[src/pkg/motion_io_pkg.sv]
// Constants shared by the indicator and discrete I/O logic.
// Assumes a single 50 MHz system clock.
package motion_io_pkg;
    localparam int AXES = 5;
    localparam int LEDS = 7;
    localparam int LINES = 8;
    localparam int CLK_HZ = 50000000;
    // Self-check flash on and off phase, in milliseconds.
    localparam int FLASH_MS = 200;
    localparam int FLASH_CYCLES = (CLK_HZ / 1000) * FLASH_MS;
    // Least visible on-time of an axis indicator, in microseconds.
    localparam int STRETCH_US = 2000;
    localparam int STRETCH_CYCLES = (CLK_HZ / 1000000) * STRETCH_US;
    // Indicator bit positions.
    localparam int LED_AXIS1 = 0;
    localparam int LED_USB = 5;
    localparam int LED_PWR = 6;
    localparam logic [7:0] OUT_RESET = 8'h00;
    localparam logic [6:0] LED_RESET = 7'h00;
    typedef enum logic [1:0] {
        SEQ_ALL = 2'b00,
        SEQ_EACH = 2'b01,
        SEQ_DONE = 2'b10
    } seq_state_t;
endpackage

[src/rtl/motion_io_status_indicator.sv]
// Indicator self-check, axis indicators, discrete inputs and outputs.
// Assumes one 50 MHz clock and all inputs synchronous to it.
//
// Function
// - At power-on flash all seven indicators together exactly once.
// - Then flash each indicator once, axis one through power.
// - Afterwards axis indicators dark and power indicator steadily lit.
// - After sequence USB indicator follows host cable presence.
// - After sequence each axis indicator pulses with its step commands.
// - All eight outputs are low from power-on until commanded.
// - Outputs one and two repeat on the drive connector.
// - An input reads open when high and closed when low.
// - Each input is independently normally-closed or normally-open.
// - Drive connector inputs are the same sampled input lines.
// - Step, direction per axis and global enable go to drive box.
`timescale 1ns/1ps
module motion_io_status_indicator
    import motion_io_pkg::*;
#(
    parameter int FLASH = FLASH_CYCLES,
    parameter int STRETCH = STRETCH_CYCLES
) (
    input wire logic clk_in,
    input wire logic rst_in,
    input wire logic usb_attached_in,
    input wire logic [motion_io_pkg::AXES-1:0] step_cmd_in,
    input wire logic [motion_io_pkg::AXES-1:0] dir_cmd_in,
    input wire logic enable_cmd_in,
    input wire logic [motion_io_pkg::LINES-1:0] output_cmd_in,
    input wire logic output_write_in,
    input wire logic [motion_io_pkg::LINES-1:0] input_line_in,
    input wire logic [motion_io_pkg::LINES-1:0] normally_closed_in,
    output logic [motion_io_pkg::LEDS-1:0] led_out,
    output logic [motion_io_pkg::LINES-1:0] output_line_out,
    output logic [1:0] drive_output_out,
    output logic [motion_io_pkg::AXES-1:0] step_out,
    output logic [motion_io_pkg::AXES-1:0] dir_out,
    output logic enable_out,
    output logic [motion_io_pkg::LINES-1:0] input_open_out,
    output logic [motion_io_pkg::LINES-1:0] input_active_out,
    output logic sequence_done_out
);
    import motion_io_pkg::*;

    // ----------------------------------------
    // Parameter checks.
    // ----------------------------------------
    // The flash timer is wide enough to hold the last count of a phase.
    localparam int CW = $clog2(FLASH + 1);

    initial begin
        if (FLASH < 1) begin
            $error("FLASH must be at least one cycle.");
        end
        if (STRETCH < 1) begin
            $error("STRETCH must be at least one cycle.");
        end
        // The sequence index is three bits wide.
        if (LEDS > 8) begin
            $error("At most eight indicators can be sequenced.");
        end
        // The indicator map must match the package positions.
        if (LED_USB != LED_AXIS1 + AXES || LED_PWR != LED_USB + 1 || LEDS != LED_PWR + 1) begin
            $error("Indicators must be the axes, then USB, then power.");
        end
        if (LINES < 2) begin
            $error("Two output lines are copied to the drive connector.");
        end
    end

    // ----------------------------------------
    // State and next values.
    // ----------------------------------------
    seq_state_t state;
    seq_state_t next_state;

    logic [CW-1:0] timer;
    logic [CW-1:0] next_timer;
    logic phase_tick;

    logic phase_on;
    logic next_phase_on;

    logic [2:0] index;
    logic [2:0] next_index;

    logic [LEDS-1:0] next_led;
    logic [AXES-1:0] axis_led;

    logic next_done;

    logic [LINES-1:0] next_output_line;
    logic [1:0] next_drive_output;

    logic [AXES-1:0] next_step;
    logic [AXES-1:0] next_dir;
    logic next_enable;

    // ----------------------------------------
    // Axis indicator stretchers.
    // ----------------------------------------
    // Each axis has its own stretcher so that one busy axis cannot hide another.
    genvar g;
    generate
        for (g = 0; g < AXES; g++) begin : g_axis
            axis_led_stretch #(.HOLD(STRETCH)) u_stretch (
                .clk_in(clk_in),
                .rst_in(rst_in),
                .step_in(step_cmd_in[g]),
                .led_out(axis_led[g])
            );
        end
    endgenerate

    // ----------------------------------------
    // Input lines.
    // ----------------------------------------
    generate
        // Each line is registered once, so its status trails the pin by one clock.
        for (g = 0; g < LINES; g++) begin : g_in
            input_line u_line (
                .clk_in(clk_in),
                .rst_in(rst_in),
                .line_in(input_line_in[g]),
                .normally_closed_in(normally_closed_in[g]),
                .open_out(input_open_out[g]),
                .active_out(input_active_out[g])
            );
        end
    endgenerate

    // ----------------------------------------
    // Flash phase divider.
    // ----------------------------------------
    // One enable pulse per flash phase; the timer rests once the sequence is done.
    always_comb begin
        phase_tick = 1'b0;
        next_timer = timer;
        if (state != SEQ_DONE) begin
            if (timer == CW'(FLASH - 1)) begin
                phase_tick = 1'b1;
                next_timer = '0;
            end else begin
                next_timer = timer + 1'b1;
            end
        end
    end

    // Registers the divider count.
    always_ff @(posedge clk_in or posedge rst_in) begin
        if (rst_in) begin
            timer <= '0;
        end else begin
            timer <= next_timer;
        end
    end

    // ----------------------------------------
    // Self-check sequencer.
    // ----------------------------------------
    // Each pulse toggles the phase; the end of an off phase moves the sequence on.
    always_comb begin
        next_state = state;
        next_phase_on = phase_on;
        next_index = index;
        if (phase_tick) begin
            next_phase_on = !phase_on;
            if (!phase_on) begin
                case (state)
                    SEQ_ALL: begin
                        // The common flash is over; start with the first axis.
                        next_state = SEQ_EACH;
                        next_index = 3'h0;
                    end
                    SEQ_EACH: begin
                        // The power indicator is the last one flashed.
                        if (index == 3'(LEDS - 1)) begin
                            next_state = SEQ_DONE;
                        end else begin
                            next_index = index + 3'h1;
                        end
                    end
                    SEQ_DONE: begin
                        next_state = SEQ_DONE;
                    end
                    default: begin
                        next_state = SEQ_DONE;
                    end
                endcase
            end
        end
    end

    // Registers the sequencer state.
    always_ff @(posedge clk_in or posedge rst_in) begin
        if (rst_in) begin
            state <= SEQ_ALL;
            phase_on <= 1'b1;
            index <= 3'h0;
        end else begin
            state <= next_state;
            phase_on <= next_phase_on;
            index <= next_index;
        end
    end

    // ----------------------------------------
    // Indicators.
    // ----------------------------------------
    // Registered from the current state, so the indicators trail it by one clock.
    always_comb begin
        next_led = '0;
        case (state)
            SEQ_ALL: begin
                next_led = phase_on ? {LEDS{1'b1}} : '0;
            end
            SEQ_EACH: begin
                next_led = '0;
                next_led[index] = phase_on;
            end
            SEQ_DONE: begin
                // Running view: stretched steps, cable presence and power.
                next_led[LED_AXIS1 +: AXES] = axis_led;
                next_led[LED_USB] = usb_attached_in;
                next_led[LED_PWR] = 1'b1;
            end
            default: begin
                next_led = '0;
            end
        endcase
    end

    // Registers the indicators.
    always_ff @(posedge clk_in or posedge rst_in) begin
        if (rst_in) begin
            led_out <= LED_RESET;
        end else begin
            led_out <= next_led;
        end
    end

    // ----------------------------------------
    // Self-check done flag.
    // ----------------------------------------
    // Taken from the registered state so that it rises with the power indicator.
    always_comb begin
        next_done = (state == SEQ_DONE);
    end

    // Registers the done flag.
    always_ff @(posedge clk_in or posedge rst_in) begin
        if (rst_in) begin
            sequence_done_out <= 1'b0;
        end else begin
            sequence_done_out <= next_done;
        end
    end

    // ----------------------------------------
    // General outputs and their drive connector copies.
    // ----------------------------------------
    // Both copies take the same next value, so the two connectors change together.
    always_comb begin
        // A write strobe loads the new values; otherwise they hold.
        next_output_line = output_write_in ? output_cmd_in : output_line_out;
        next_drive_output = next_output_line[1:0];
    end

    // Registers the general outputs.
    always_ff @(posedge clk_in or posedge rst_in) begin
        if (rst_in) begin
            output_line_out <= OUT_RESET;
            drive_output_out <= OUT_RESET[1:0];
        end else begin
            output_line_out <= next_output_line;
            drive_output_out <= next_drive_output;
        end
    end

    // ----------------------------------------
    // Step, direction and enable to the drive box.
    // ----------------------------------------
    // Passed through one register with no gating by the self-check.
    always_comb begin
        next_step = step_cmd_in;
        next_dir = dir_cmd_in;
        next_enable = enable_cmd_in;
    end

    // Registers the drive box signals.
    always_ff @(posedge clk_in or posedge rst_in) begin
        if (rst_in) begin
            step_out <= '0;
            dir_out <= '0;
            enable_out <= 1'b0;
        end else begin
            step_out <= next_step;
            dir_out <= next_dir;
            enable_out <= next_enable;
        end
    end
endmodule

[src/rtl/axis_led_stretch.sv]
// One axis indicator: stretches each step pulse to a visible on-time.
// Assumes step input synchronous to clk_in.
`timescale 1ns/1ps
module axis_led_stretch #(
    parameter int HOLD = 100000
) (
    input wire logic clk_in,
    input wire logic rst_in,
    input wire logic step_in,
    output logic led_out
);
    localparam int W = $clog2(HOLD + 1);
    logic [W-1:0] count;
    logic [W-1:0] next_count;
    logic step_d;
    logic next_led;

    initial begin
        if (HOLD < 1) $error("HOLD must be at least one cycle.");
    end

    // ----------------------------------------
    // Stretch logic.
    // ----------------------------------------
    always_comb begin
        next_count = count;
        if (step_in && !step_d) begin
            next_count = W'(HOLD);
        end else if (count != '0) begin
            next_count = count - 1'b1;
        end
        next_led = (next_count != '0);
    end

    always_ff @(posedge clk_in or posedge rst_in) begin
        if (rst_in) begin
            count <= '0;
            step_d <= 1'b0;
            led_out <= 1'b0;
        end else begin
            count <= next_count;
            step_d <= step_in;
            led_out <= next_led;
        end
    end
endmodule

[src/rtl/input_line.sv]
// One isolated input line: polarity and open/closed status.
// Assumes line input synchronous to clk_in.
`timescale 1ns/1ps
module input_line (
    input wire logic clk_in,
    input wire logic rst_in,
    input wire logic line_in,
    input wire logic normally_closed_in,
    output logic open_out,
    output logic active_out
);
    logic next_open;
    logic next_active;

    // ----------------------------------------
    // Status logic.
    // ----------------------------------------
    always_comb begin
        next_open = line_in;
        // Normally-open lines are active when closed, normally-closed when open.
        next_active = normally_closed_in ? line_in : !line_in;
    end

    always_ff @(posedge clk_in or posedge rst_in) begin
        if (rst_in) begin
            open_out <= 1'b0;
            active_out <= 1'b0;
        end else begin
            open_out <= next_open;
            active_out <= next_active;
        end
    end
endmodule

[config.mk]
export PLATFORM = sky130hd
export DESIGN_NAME = motion_io_status_indicator
export DESIGN_NICKNAME = d
export VERILOG_FILES = /design/src/pkg/motion_io_pkg.sv /design/src/rtl/motion_io_status_indicator.sv /design/src/rtl/axis_led_stretch.sv /design/src/rtl/input_line.sv
export SDC_FILE = /design/constraint.sdc
export NUM_CORES = 1
export LEC_CHECK = 0
export ABC_AREA = 1
export BUFFER_PORTS_ARGS = -buffer_cell sky130_fd_sc_hd__buf_2
export CORE_ASPECT_RATIO = 0.8
export CORE_MARGIN = 2
export CORE_UTILIZATION = 25
export CTS_CLUSTER_SIZE = 30
export DETAILED_ROUTE_END_ITERATION = 16
export REMOVE_ABC_BUFFERS = 1
export SLEW_MARGIN = 30
export SYNTH_ARGS = -nofsm -noshare
export SYNTH_HDL_FRONTEND = slang
export SYNTH_HIERARCHICAL = 1
export SYNTH_SLANG_ARGS = --single-unit
[constraint.sdc]
create_clock -name clk_in -period 3.2 [get_ports clk_in]
set_input_delay 0.48 -clock clk_in [delete_from_list [all_inputs] [get_ports clk_in]]
set_output_delay 0.48 -clock clk_in [all_outputs]
set_load 0.01 [all_outputs]
---- After elaboration in Yosys (flattened, before gate mapping) ----
Cells that the tools add are included.
storage, ports and cells
  flip-flop bits (word level) ............. 168
  input port bits ......................... 39
  output and inout port bits .............. 45
  logic and storage cells ................. 123
operators by class
  $add $sub $neg .......................... 7
  magnitude comparators ................... 2
  equal/unequal tests ..................... 7
  muxes and demuxes ....................... 29
  bitwise gates (word level) .............. 2
  reductions and logical operators ........ 34
operators with widths
  operator                                                                             number
  17-bit two-way mux                                                                   10
  17-bit nonzero test                                                                  10
  17-bit by 1-bit subtractor with 17-bit output, second input constant                 5
  24-bit by 1-bit adder with 24-bit output, second input constant                      1
  24-bit equality test, second input constant                                          1
  24-bit two-way mux                                                                   1
  7-bit case mux with 3 select lines                                                   1
  1-bit logical NOT                                                                    14
  1-bit two-way mux                                                                    11
  7-bit AND                                                                            1
  7-bit two-way mux                                                                    1
  1-bit logical AND                                                                    6
  2-bit inequality test, second input constant                                         3
  3-bit case mux with 2 select lines                                                   1
  3-bit by 4-bit less-than comparator with 1-bit output, second input constant         1
  2-bit case mux with 2 select lines                                                   1
  4-bit AND reduction                                                                  1
  3-bit by 1-bit adder with 3-bit output, second input constant                        1
  1-bit demux with 3-bit select                                                        1
  3-bit equality test, second input constant                                           1
  3-bit by 1-bit greater-or-equal comparator with 1-bit output, second input constant  1
  3-bit two-way mux                                                                    1
  3-bit AND reduction                                                                  1
  2-bit by 1-bit equality test with 1-bit output, second input constant                1
  other kinds (5)                                                                      5

---- Longest topological paths before layout ----
Gate-level depths: netlist (run 1).
  word-level depth ........................ 6
  mapped depth ............................ 14
  mapped depth without buffers ............ 14

---- Modules after synthesis ----
Netlist (run 1), hierarchy kept.
by module, submodules not included
  module                      times used  cells each  area each (µm²)  sequential area each (µm²)
  axis_led_stretch            5           183         1297.5           475.5
  motion_io_status_indicator  1           304         2656.3           1427.6
  input_line                  8           8           72.6             50.0

---- Worst setup path before layout (run 1) ----
OpenSTA, ideal clock, no wires.
  path kind ............................... reg2reg
  start ................................... register g_axis[0].u_stretch.count[0]
  end ..................................... register g_axis[0].u_stretch.led_out
  setup time .............................. 0.127 ns
  data arrival time ....................... 1.443 ns
  required time ........................... 3.073 ns
  slack ................................... 1.630 ns
  cell stages (with the launch flop) ...... 11
  buffers on the path ..................... 1
  clock period less this slack ............ 1.570 ns
  path through ............................ dfrtp_1 > inv_1 > ha_1 > nand2_1 > nor2_2 > nand3b_4 > buf_6 > nand2_4 > nand3_2 > nor3_2 > nand3_1
on the way
  longest elaborated chain between the ends .. 4
  elaborated cells on any way between the ends .. 5
  those cells by class .................... add/sub: 1; mux: 2; reduce/logical: 2
ends and longest elaborated chain
  element                                                                                      RTL line                                        source
  from (decl)                                                                                  axis_led_stretch.sv:13                          logic [W-1:0] count;
  from (signal assigned)                                                                       axis_led_stretch.sv:41                          count <= next_count;
  17-bit by 1-bit subtractor with 17-bit output / 17-bit nonzero test (equally long branches)  axis_led_stretch.sv:30, axis_led_stretch.sv:29
  17-bit two-way mux *                                                                         axis_led_stretch.sv:29                          end else if (count != '0) begin
  17-bit two-way mux *                                                                         axis_led_stretch.sv:27                          if (step_in && !step_d) begin
  17-bit nonzero test *                                                                        axis_led_stretch.sv:32                          next_led = (next_count != '0);
  via g_axis[0].u_stretch.next_led                                                             axis_led_stretch.sv:16                          logic next_led;
  to (signal assigned)                                                                         axis_led_stretch.sv:43                          led_out <= next_led;
  to (decl)                                                                                    axis_led_stretch.sv:10                          output logic led_out
The timed path passes the listed nets; every way through them passes the cells marked *.
A chain may end at the register's enable or synchronous reset.

---- Final worst setup path (run 1) ----
  start ................................... register g_axis[1].u_stretch.count[0]
  end ..................................... register g_axis[1].u_stretch.led_out
on the way
  longest elaborated chain between the ends .. 4
  elaborated cells on any way between the ends .. 5
  those cells by class .................... add/sub: 1; mux: 2; reduce/logical: 2
ends and longest elaborated chain
  element                                                                                      RTL line                                        source
  from (decl)                                                                                  axis_led_stretch.sv:13
  from (signal assigned)                                                                       axis_led_stretch.sv:41
  17-bit by 1-bit subtractor with 17-bit output / 17-bit nonzero test (equally long branches)  axis_led_stretch.sv:30, axis_led_stretch.sv:29
  17-bit two-way mux *                                                                         axis_led_stretch.sv:29
  17-bit two-way mux *                                                                         axis_led_stretch.sv:27
  via g_axis[1].u_stretch.next_count[16]                                                       axis_led_stretch.sv:14                          logic [W-1:0] next_count;
  17-bit nonzero test *                                                                        axis_led_stretch.sv:32
  via g_axis[1].u_stretch.next_led                                                             axis_led_stretch.sv:16
  to (signal assigned)                                                                         axis_led_stretch.sv:43
  to (decl)                                                                                    axis_led_stretch.sv:10
Marked as above.

==> results.json, run 1 <==
{
  "grt_overflow": 0,
  "layout-drive-gt1-share": 0.206,
  "endpoint_kind": "flip-flop",
  "setup_viol": 0,
  "cts_buffer_depth": 2,
  "yosysSeqAreaShare": 0.432,
  "ys_warn_count": 6,
  "layout.cells.most_common": "nand2_1",
  "num-nets-final": 1424,
  "synth-seq-cells": 168,
  "switching_share": 0.367,
  "syn_inst": 1283,
  "arrival_ns": 2.22,
  "die-width_um": 225,
  "crit_required_ns": 3.52,
  "area_delta_synth_final_pct": 15.6,
  "hold_buffers": 0,
  "clkSinkCount": 168,
  "outcome": "completed",
  "most-common-layout-cells": "357 x nand2_1, 183 x inv_1, 181 x nor2_1",
  "cts_setup_buffers": 0,
  "grt_pass1_wl_um": 38100,
  "antenna_found_initial": 1,
  "postRouteAntennaNets": 0,
  "total_power_mw": 6.24,
  "initial_core_util": 0.254,
  "ir_drop_v": 0.000357,
  "worst_slew_pin_slew_ns": 0.801,
  "die-height_um": 180,
  "cts_resized": 0,
  "cts_buffers": 17,
  "period_needed_ns": 1.90,
  "drcViolationCount": 0,
  "p_clk_frac": 0.329,
  "fmax_ghz": 0.526,
  "drt-pass1-iter-count": 6,
  "rsz0062_at_grt": "false",
  "die_area_sq_um": 40500,
  "intPower_mw": 3.95,
  "skew_ns": 0.0129,
  "grt_usage": 0.118,
  "clk-insertion-delay-late_ns": 0.46,
  "worstHoldPathType": "primary input to async pin",
  "path_max_fanout": 6,
  "vias": 8019,
  "ctsHtreeMaxLevel": 4,
  "wl_um": 22900,
  "fin_crit_sh": 0.594,
  "hpwl_um": 17300,
  "portBuffers": 83,
  "p_seq_frac": 0.417,
  "initialDrtViolationCount": 729,
  "pin_count": 84,
  "vias_per_cell": 4.26,
  "core-area_sq_um": 38300,
  "path_clk_slew_ns": 0.08,
  "worstSetupPathType": "flip-flop to flip-flop",
  "start_kind": "flip-flop",
  "hold_viol_final": 0,
  "max_cap_violations": 0,
  "multi_input_area_sq_um": 4650,
  "root_buffer": "clkbuf_16",
  "tns_ns": 0,
  "core.rowCount": 64,
  "grt_pass1_vias": 7639,
  "power_frac_comb": 0.254,
  "cellPowerDensity_nw_per_um2": 555,
  "wl_per_cell_um": 12.2,
  "maxSlewViolCount": 0,
  "netlist_area_sq_um": 9720,
  "fillerInstances": 4026,
  "grt_max_degree": 29,
  "leakagePower_nw": 5.86,
  "ys_types": 36,
  "p_sw_mw": 2.29,
  "place_congestion": 0.855,
  "avgSynthCellArea_sq_um": 7.58,
  "relSlewSlack": 0.465,
  "ff_latch_area_sq_um": 4210,
  "cts_tree": "built"
}
[final timing paths]
| path | startpoint | end | slack [ns] | cells past startpoint |
|---|---|---|---|---|
| setup / recovery | g_axis[1].u_stretch/count[0]$_DFF_PP0_ | g_axis[1].u_stretch/led_out$_DFF_PP0_ | 1.30 | 9 |
| hold / removal | rst_in | g_in[3].u_line/active_out$_DFF_PP0_ | 0.08 | 2 |
| setup reg to reg | g_axis[1].u_stretch/count[0]$_DFF_PP0_ | g_axis[1].u_stretch/led_out$_DFF_PP0_ | 1.30 | 9 |
| hold reg to reg | g_axis[3].u_stretch/led_out$_DFF_PP0_ | led_out[3]$_DFF_PP0_ | 0.50 | 2 |
| max in group asynchronous | rst_in | output_line_out[7]$_DFFE_PP0P_ | 2.27 | 3 |
| min in group clk_in | dir_cmd_in[3] | dir_out[3]$_DFF_PP0_ | 0.12 | 1 |
[cells by family after synthesis]
group                    count (synthesis)  synth area share
AO/OA/AOI/OAI                           51            0.0268
XOR/XNOR                                18            0.0162
adder cells (fa/ha/maj)                 13            0.0167
buffers and inverters                  218            0.0897
flip-flops                             168             0.432
multiplexers                             8           0.00926
AND/OR/NAND/NOR                        807             0.409
[registers in the layout, summed over array words and instances (netlist names)]
signal and cells:
dir_out 5, drive_output_out 2, enable_out 1, g_axis.u_stretch/count 85, g_axis.u_stretch/led_out 5, g_axis.u_stretch/step_d 5
g_in.u_line/active_out 8, g_in.u_line/open_out 8, index 3, led_out 7, output_line_out 6, phase_on 1
sequence_done_out 1, state 2, step_out 5, timer 24
[layer usage]
metal  up-vias  global-route usage  share of wire
li1       4128                   -              -
met1      3718               0.164           0.50
met2       160               0.182           0.45
met3        13              0.0290          0.048
met4         0              0.0310         0.0096
met5         -                   0              0
[critical path, cell delays in order (launching register included)]
cell and delay [ns]:
dfrtp_1 0.39, inv_1 0.13, ha_1 0.23, nand2_1 0.17, nor2_1 0.29, nand3_1 0.11, nand2_1 0.07, o21ai_1 0.09
nor3_1 0.18, nand3_1 0.11
[area by class of cell]
type,count,area share
sequential,168,0.374
antenna,1,0.000223
clock buffer,17,0.0378
multi-input combinational,897,0.413
timing repair buffer,85,0.0383
inverter,203,0.0678
clock inverter,15,0.0136
tap,495,0.0551
[synthesized netlist by cell type]
| master | number | share of area |
|---|---|---|
| nor2_1 | 181 | 0.070 |
| nand2_2 | 40 | 0.026 |
| nor2_4 | 11 | 0.013 |
| nand3b_1 | 16 | 0.012 |
| xnor2_1 | 7 | 0.0063 |
| dfstp_2 | 1 | 0.0027 |
| nand2_4 | 5 | 0.0058 |
| nand3b_4 | 5 | 0.010 |
| buf_6 | 5 | 0.0058 |
| nand2_1 | 357 | 0.14 |
| xor2_1 | 11 | 0.0099 |
| buf_4 | 2 | 0.0015 |
| buf_2 | 7 | 0.0036 |
| inv_2 | 14 | 0.0054 |
| clkinv_1 | 5 | 0.0019 |
| o21bai_1 | 1 | 0.00077 |
| mux2_2 | 8 | 0.0093 |
| nand4_1 | 18 | 0.012 |
| nor2_2 | 43 | 0.028 |
| o21ai_0 | 22 | 0.011 |
| inv_1 | 184 | 0.071 |
| nor3b_1 | 1 | 0.00077 |
| nor2_8 | 6 | 0.012 |
| nand3_2 | 26 | 0.027 |
| or2_2 | 2 | 0.0013 |
| clkbuf_1 | 1 | 0.00039 |
| nand3_4 | 1 | 0.0018 |
| nor3_2 | 6 | 0.0062 |
| a21oi_1 | 17 | 0.0087 |
| nor3_1 | 13 | 0.0067 |
| nand3_1 | 75 | 0.039 |
| ha_1 | 13 | 0.017 |
| o21ai_1 | 10 | 0.0051 |
| o21a_1 | 1 | 0.00077 |
| dfrtp_1 | 167 | 0.43 |
| and2_1 | 1 | 0.00064 |
[power groups by stage]
stage                     Combinational, mW  Sequential (mW)  Clock, mW
after CTS                              1.59             2.60       2.13
after global placement                 1.56             2.64          0
after global routing                   1.81             2.63       2.22
after floorplan                        1.23             2.60          0
after detailed placement               1.58             2.64          0
final                                  1.59             2.60       2.05
[through the flow]
stage | instances | hold slack [ns] | util | setup WS (ns) | cell area (sq um)
CTS | 1880 | 0.0851 | 0.294 | 1.30 | 11200
global route | 1880 | 0.0890 | 0.294 | 1.07 | 11200
finish | 1881 | 0.0829 | 0.294 | 1.30 | 11200
floorplan | 1268 | 0.221 | - | 1.32 | 9610
global placement | 1848 | 0.487 | 0.279 | 1.17 | 10700
detailed placement | 1848 | 0.461 | 0.279 | 1.11 | 10700
No activity file was read; power rests on OpenSTA's default activity.
==> run 2, diff against run 1 <==
clock period = 1.9 ns   (was 3.2 ns; I/O delays follow)
==> run 2 against run 1 <==
  * Die area did not move
  * Flip-flop and latch count did not move
  * Largest power group unchanged
  * Sequential share of layout area fell by 2.6 points
  * Highest routed layer unchanged
  * Global-route usage rose by 0.29 points
  * First-iteration DRC count fell by 29%
  * Worst hold slack got worse by 0.072 ns
==> results.json, run 2 (same netlist as run 1, synthesis figures left out) <==
{
  "dpl-instance-area_sq_um": 11000,
  "max_cap_violations": 0,
  "initial_core_util": 0.254,
  "tns_ns": 0,
  "die_area_sq_um": 40500,
  "wl_per_cell_um": 12.3,
  "pin_count": 84,
  "leakagePower_nw": 6.28,
  "path_clk_slew_ns": 0.07,
  "total_power_mw": 10.9,
  "grt_pass1_vias": 8092,
  "setup_viol": 0,
  "reg2reg_from": "g_axis[2].u_stretch/count[7]$_DFF_PP0_",
  "dr_wl_met2_um": 10800,
  "portBuffers": 83,
  "arrival_ns": 2.13,
  "grt_max_degree": 20,
  "ff2ff_setup_slack_ns": 0.07,
  "cts_buffer_depth": 2,
  "hold_slack_ns": 0.0111,
  "crit_required_ns": 2.21,
  "fillerInstances": 4057,
  "vias": 8363,
  "ctsHtreeMaxLevel": 4,
  "grt_usage": 0.121,
  "die-width_um": 225,
  "cts_tree": "built",
  "outcome": "completed",
  "rsz0062_at_grt": "true",
  "drt-met1-wl_um": 11900,
  "cellPowerDensity_nw_per_um2": 904,
  "rr_worst_depth": 10,
  "most-common-layout-cells": "351 x nand2_1, 175 x inv_1, 167 x dfrtp_1",
  "fmax_ghz": 0.548,
  "maxSlewViolCount": 0,
  "num-nets-final": 1492,
  "relSlewSlack": 0.654,
  "period_needed_ns": 1.83,
  "fin_area_sq_um": 12100,
  "drcViolationCount": 0,
  "met3_wirelength_um": 980,
  "clk-insertion-delay-late_ns": 0.44,
  "start_kind": "flip-flop",
  "ir_drop_v": 0.000533,
  "top_regs": "g_axis.u_stretch/count x85, timer x24",
  "drt-pass1-iter-count": 5,
  "vias_per_cell": 4.29,
  "regMostFlops": "g_axis.u_stretch/count",
  "endpoint_kind": "flip-flop",
  "worst_slew_pin_slew_ns": 0.518,
  "multi_input_area_sq_um": 4890,
  "layout-drive-gt1-share": 0.262,
  "layout.cells.most_common": "nand2_1",
  "cts_buffers": 17,
  "area_delta_synth_final_pct": 24.3,
  "die-height_um": 180,
  "fin_crit_sh": 0.961,
  "clkSinkCount": 168,
  "hpwl_um": 17800,
  "instances_no_fill": 1949,
  "wl_um": 24000,
  "antenna_found_initial": 0,
  "top_layer": "met4",
  "initialDrtViolationCount": 518,
  "worstSetupPathType": "flip-flop to flip-flop",
  "place_congestion": 0.870,
  "path_max_fanout": 6,
  "root_buffer": "clkbuf_16",
  "core.rowCount": 64,
  "postRouteAntennaNets": 0,
  "hold_viol_final": 0,
  "core-area_sq_um": 38300,
  "startpoint": "g_axis[2].u_stretch/count[7]$_DFF_PP0_",
  "dpl.cell_count": 1883,
  "ff_latch_area_sq_um": 4210,
  "r2r-end": "g_axis[2].u_stretch/led_out$_DFF_PP0_",
  "grt_overflow": 0,
  "worstHoldPathType": "primary input to flip-flop",
  "grt_pass1_wl_um": 39600,
  "skew_ns": 0.0101,
  "crit_end": "g_axis[2].u_stretch/led_out$_DFF_PP0_",
  "largest_reg_flops": 85
}
-- run 2: final cells by class --
cell class                 count  area share
timing repair buffer         150      0.0852
tap                          495      0.0512
sequential                   168       0.348
clock buffer                  18      0.0363
antenna                        1    0.000207
inverter                     203      0.0630
multi-input combinational    900       0.404
clock inverter                14      0.0118
-- run 2: worst min path at each step --
| stage | startpoint | end | slack, ns | cells after the start |
|---|---|---|---|---|
| 6_report | step_cmd_in[2] | step_out[2]$_DFF_PP0_ | 0.01 | 1 |
| 5_1_grt | step_cmd_in[2] | step_out[2]$_DFF_PP0_ | 0.0003 | 1 |
| 4_1_cts | step_cmd_in[2] | step_out[2]$_DFF_PP0_ | 0.002 | 1 |
| 3_5_place_dp | rst_in | g_axis[2].u_stretch/step_d$_DFF_PP0_ | 0.38 | 2 |
| 3_3_place_gp | rst_in | g_axis[2].u_stretch/step_d$_DFF_PP0_ | 0.38 | 2 |
| 2_1_floorplan | rst_in | g_in[0].u_line/active_out$_DFF_PP0_ | 0.03 | 1 |
-- run 2: routing by layer --
metal	GRT usage	vias to the layer above
li1	-	4266
met1	0.165	3917
met2	0.186	151
met3	0.0313	29
met4	0.0358	0
met5	0	-
-- run 2: repair_timing --
| item | CTS | global route |
|---|---|---|
| pin swaps | 1 | 26 |
| setup buffers | 0 | 12 |
| gates cloned | 1 | 2 |
| hold endpoints to repair | 38 | 0 |
| resized for setup | 4 | 58 |
| hold buffers | 18 | 0 |
| setup endpoints to repair | 3 | 5 |
-- run 2: power breakdown --
group          internal [mW]  leakage, nW  switching, mW
Combinational           1.17         3.98           1.92
Sequential              3.96         2.03          0.448
Clock                   1.87        0.281           1.57
Total                   7.00         6.28           3.93
-- run 2: stage by stage --
| stage | worst slack, ns | util |
|---|---|---|
| 5_1_grt | -0.0759 | 0.316 |
| 3_5_place_dp | -0.0921 | 0.287 |
| 2_1_floorplan | 0.217 | - |
| 3_3_place_gp | -0.0824 | 0.287 |
| 4_1_cts | 0.00964 | 0.308 |
| 6_report | 0.0741 | 0.316 |
-- run 2: critical path, stage by stage (launching register included) --
cell and delay [ns]:
dfrtp_1 0.42, nor2_1 0.20, nand2_2 0.16, nor2_4 0.18, nand3b_4 0.16, nand3_1 0.13
nand2_1 0.07, nor2_2 0.13, nand2_1 0.06, nor2_1 0.09, nand3_1 0.08
==> run 3, diff against run 2 <==
CORE_ASPECT_RATIO = unset   (was 0.8)
GPL_TIMING_DRIVEN = 0   (was unset)
==> run 3 against run 2 <==
  * Worst hold slack better by 0.0089 ns
  * Critical path depth up 1
  * Clock power increased by 2%
  * Non-clock buffer count shrank 2
  * Sequential power about the same
  * Sequential share of layout area shrank 0.058 points
  * Combinational power shrank 3%
  * Cell count increased by 0.97%
  * Routed wire length shrank 5.7%
  * Flip-flop and latch count unchanged
  * Utilization down 0.17 points
  * Critical path type is now primary input to flip-flop
  * Largest cell class unchanged
==> results.json, run 3 (same netlist as run 1, synthesis figures left out) <==
{
  "outcome": "completed",
  "top_regs": "g_axis.u_stretch/count x85, timer x24",
  "diodes": 0,
  "endpoint_kind": "flip-flop",
  "drcViolationCount": 0,
  "tns_ns": 0,
  "worstHoldPathType": "primary input to flip-flop",
  "cts_buffer_depth": 2,
  "skew_ns": 0.0125,
  "setup_viol": 0,
  "postRouteAntennaNets": 0,
  "cp_cell_sequence": "dlygate4sd3_1 -> buf_2 -> inv_1 -> nor2_4 -> clkinvlp_4 -> nand3_1 -> nand2_1 -> nor2_1 -> nand2_1 -> nor2_2 -> nand3_1",
  "grt_overflow": 0,
  "fmax_ghz": 0.547,
  "holdPathEnd": "g_in[0].u_line/open_out$_DFF_PP0_",
  "ir_drop_v": 0.000633,
  "path_clk_slew_ns": 0.07,
  "maxSlewViolCount": 0,
  "die-width_um": 201,
  "slowest_delay_ns": 0.53,
  "vias": 8243,
  "cts_buffers": 17,
  "clk-insertion-delay-late_ns": 0.44,
  "pin_count": 84,
  "die_area_sq_um": 40500,
  "most-common-layout-cells": "352 x nand2_1, 170 x inv_1, 166 x dfrtp_1",
  "dpl.cell_count": 1870,
  "clkSinkCount": 168,
  "max_cap_violations": 0,
  "die-height_um": 201,
  "grt_max_degree": 41,
  "ctsHtreeMaxLevel": 4,
  "wl_per_cell_um": 11.5,
  "grt_pass1_wl_um": 37200,
  "period_needed_ns": 1.83,
  "final_util": 0.314,
  "wl_um": 22600,
  "vias_per_cell": 4.19,
  "intPower_mw": 7.03,
  "hold_slack_ns": 0.0200,
  "cellPowerDensity_nw_per_um2": 900,
  "start_kind": "primary input",
  "min_from": "input_line_in[0]",
  "layout.cells.most_common": "nand2_1",
  "whs_path_depth": 1,
  "critPathSlowestCell": "dlygate4sd3_1",
  "leakagePower_nw": 6.19,
  "regMostFlops": "g_axis.u_stretch/count",
  "root_buffer": "clkbuf_16",
  "rr_worst_depth": 13,
  "reg2reg_from": "g_axis[1].u_stretch/count[0]$_DFF_PP0_",
  "cts_tree": "built",
  "ff2ff_setup_slack_ns": 0.10,
  "arrival_ns": 2.14,
  "p_seq_frac": 0.403,
  "largest_reg_flops": 85,
  "rsz0062_at_grt": "true",
  "p_sw_mw": 3.87,
  "crit_family": "buffers and inverters",
  "place_congestion": 0.827,
  "critical_path_buf_inv_count": 4,
  "portBuffers": 83,
  "area_delta_synth_final_pct": 24.6,
  "fin_area_sq_um": 12100,
  "path_max_fanout": 9,
  "r2r-end": "g_axis[1].u_stretch/led_out$_DFF_PP0_",
  "worst_slew_pin_slew_ns": 0.770,
  "core-area_sq_um": 38600,
  "initialDrtViolationCount": 439,
  "drt-pass1-iter-count": 5,
  "switching_share": 0.355,
  "instances_no_fill": 1968,
  "fillerInstances": 4141,
  "grt_pass1_vias": 7830,
  "num-nets-final": 1489,
  "p_clk_frac": 0.321,
  "layout-drive-gt1-share": 0.259,
  "antenna_found_initial": 0,
  "hpwl_um": 16100,
  "relSlewSlack": 0.486,
  "power_frac_comb": 0.276,
  "core.rowCount": 72,
  "initial_core_util": 0.252,
  "crit_required_ns": 2.22,
  "dpl-instance-area_sq_um": 10700,
  "grt_usage": 0.113,
  "hold_viol_final": 0,
  "worstSetupPathType": "primary input to flip-flop",
  "fin_crit_sh": 0.963
}
run 3: cell types whose count changed in the layout (fill, tap and decap cells not counted), sizes merged:
cell	before	now
buf	132	129
clkinv	12	9
nand3b	24	23
clkbuf	18	20
diode	1	0
inv	202	197
clkinvlp	2	8
dlygate4sd3	18	19
run 3: metal layers:
metal / track usage / share of wire / up-vias
li1: - / - / 4266
met1: 0.143 / 0.46 / 3815
met5: 0 / 0 / -
met4: 0.0439 / 0.021 / 0
met3: 0.0198 / 0.032 / 26
met2: 0.190 / 0.48 / 136
run 3: power by group through the flow:
| stage | Clock (mW) | Sequential (mW) | Combinational [mW] |
|---|---|---|---|
| floorplan | 0 | 4.38 | 2.08 |
| global placement | 0 | 4.40 | 2.59 |
| detailed placement | 0 | 4.42 | 2.65 |
| CTS | 3.63 | 4.36 | 2.74 |
| global route | 3.77 | 4.45 | 3.42 |
| finish | 3.50 | 4.39 | 3.01 |
run 3: stage by stage:
stage	total power, mW	worst slack [ns]
after floorplan	6.46	0.217
after global placement	7.00	-1.28
after detailed placement	7.07	-0.107
after CTS	10.7	0.00269
after global routing	11.6	-0.0578
final	10.9	0.0707
run 3: cell type report:
cell class / count / area (sq um) / area share
Sequential cell: 168 / 4210 / 0.347
Tap cell: 518 / 648 / 0.0535
Timing Repair Buffer: 148 / 996 / 0.0822
Multi-Input combinational cell: 899 / 4890 / 0.404
Inverter: 203 / 790 / 0.0652
Clock inverter: 12 / 115 / 0.00950
Clock buffer: 20 / 467 / 0.0385
run 3: how the worst max path moves through the flow:
stage	slack, ns	cells after the start	to	from
floorplan	0.22	1	dir_out[0]$_DFF_PP0_	rst_in
detailed placement	-0.11	10	g_axis[1].u_stretch/led_out$_DFF_PP0_	step_cmd_in[1]
global route	-0.06	15	g_axis[1].u_stretch/led_out$_DFF_PP0_	g_axis[1].u_stretch/count[0]$_DFF_PP0_
CTS	0.003	11	g_axis[3].u_stretch/led_out$_DFF_PP0_	g_axis[3].u_stretch/count[0]$_DFF_PP0_
finish	0.07	11	g_axis[1].u_stretch/led_out$_DFF_PP0_	step_cmd_in[1]
global placement	-1.28	2	dir_out[3]$_DFF_PP0_	rst_in
run 3: worst register-to-register path: stages, from the launching register on:
cell	delay [ns]
dfrtp_1	0.41
inv_2	0.13
ha_4	0.15
inv_1	0.03
nor2_1	0.07
nand2_1	0.06
nor2_2	0.14
nand2_2	0.11
nor2_1	0.10
nor2_1	0.07
nor2_1	0.13
nand2_1	0.08
nor2_2	0.13
nand3_1	0.09
run 3: what timing repair did:
item                                    in CTS  in global routing
hold buffers                                19                  0
gates resized for setup                     13                 57
cloned                                       0                  2
endpoints found under the hold margin       39                  0
endpoints found under the setup margin       5                  8
pin swaps                                    0                 29
setup buffers                                4                 41
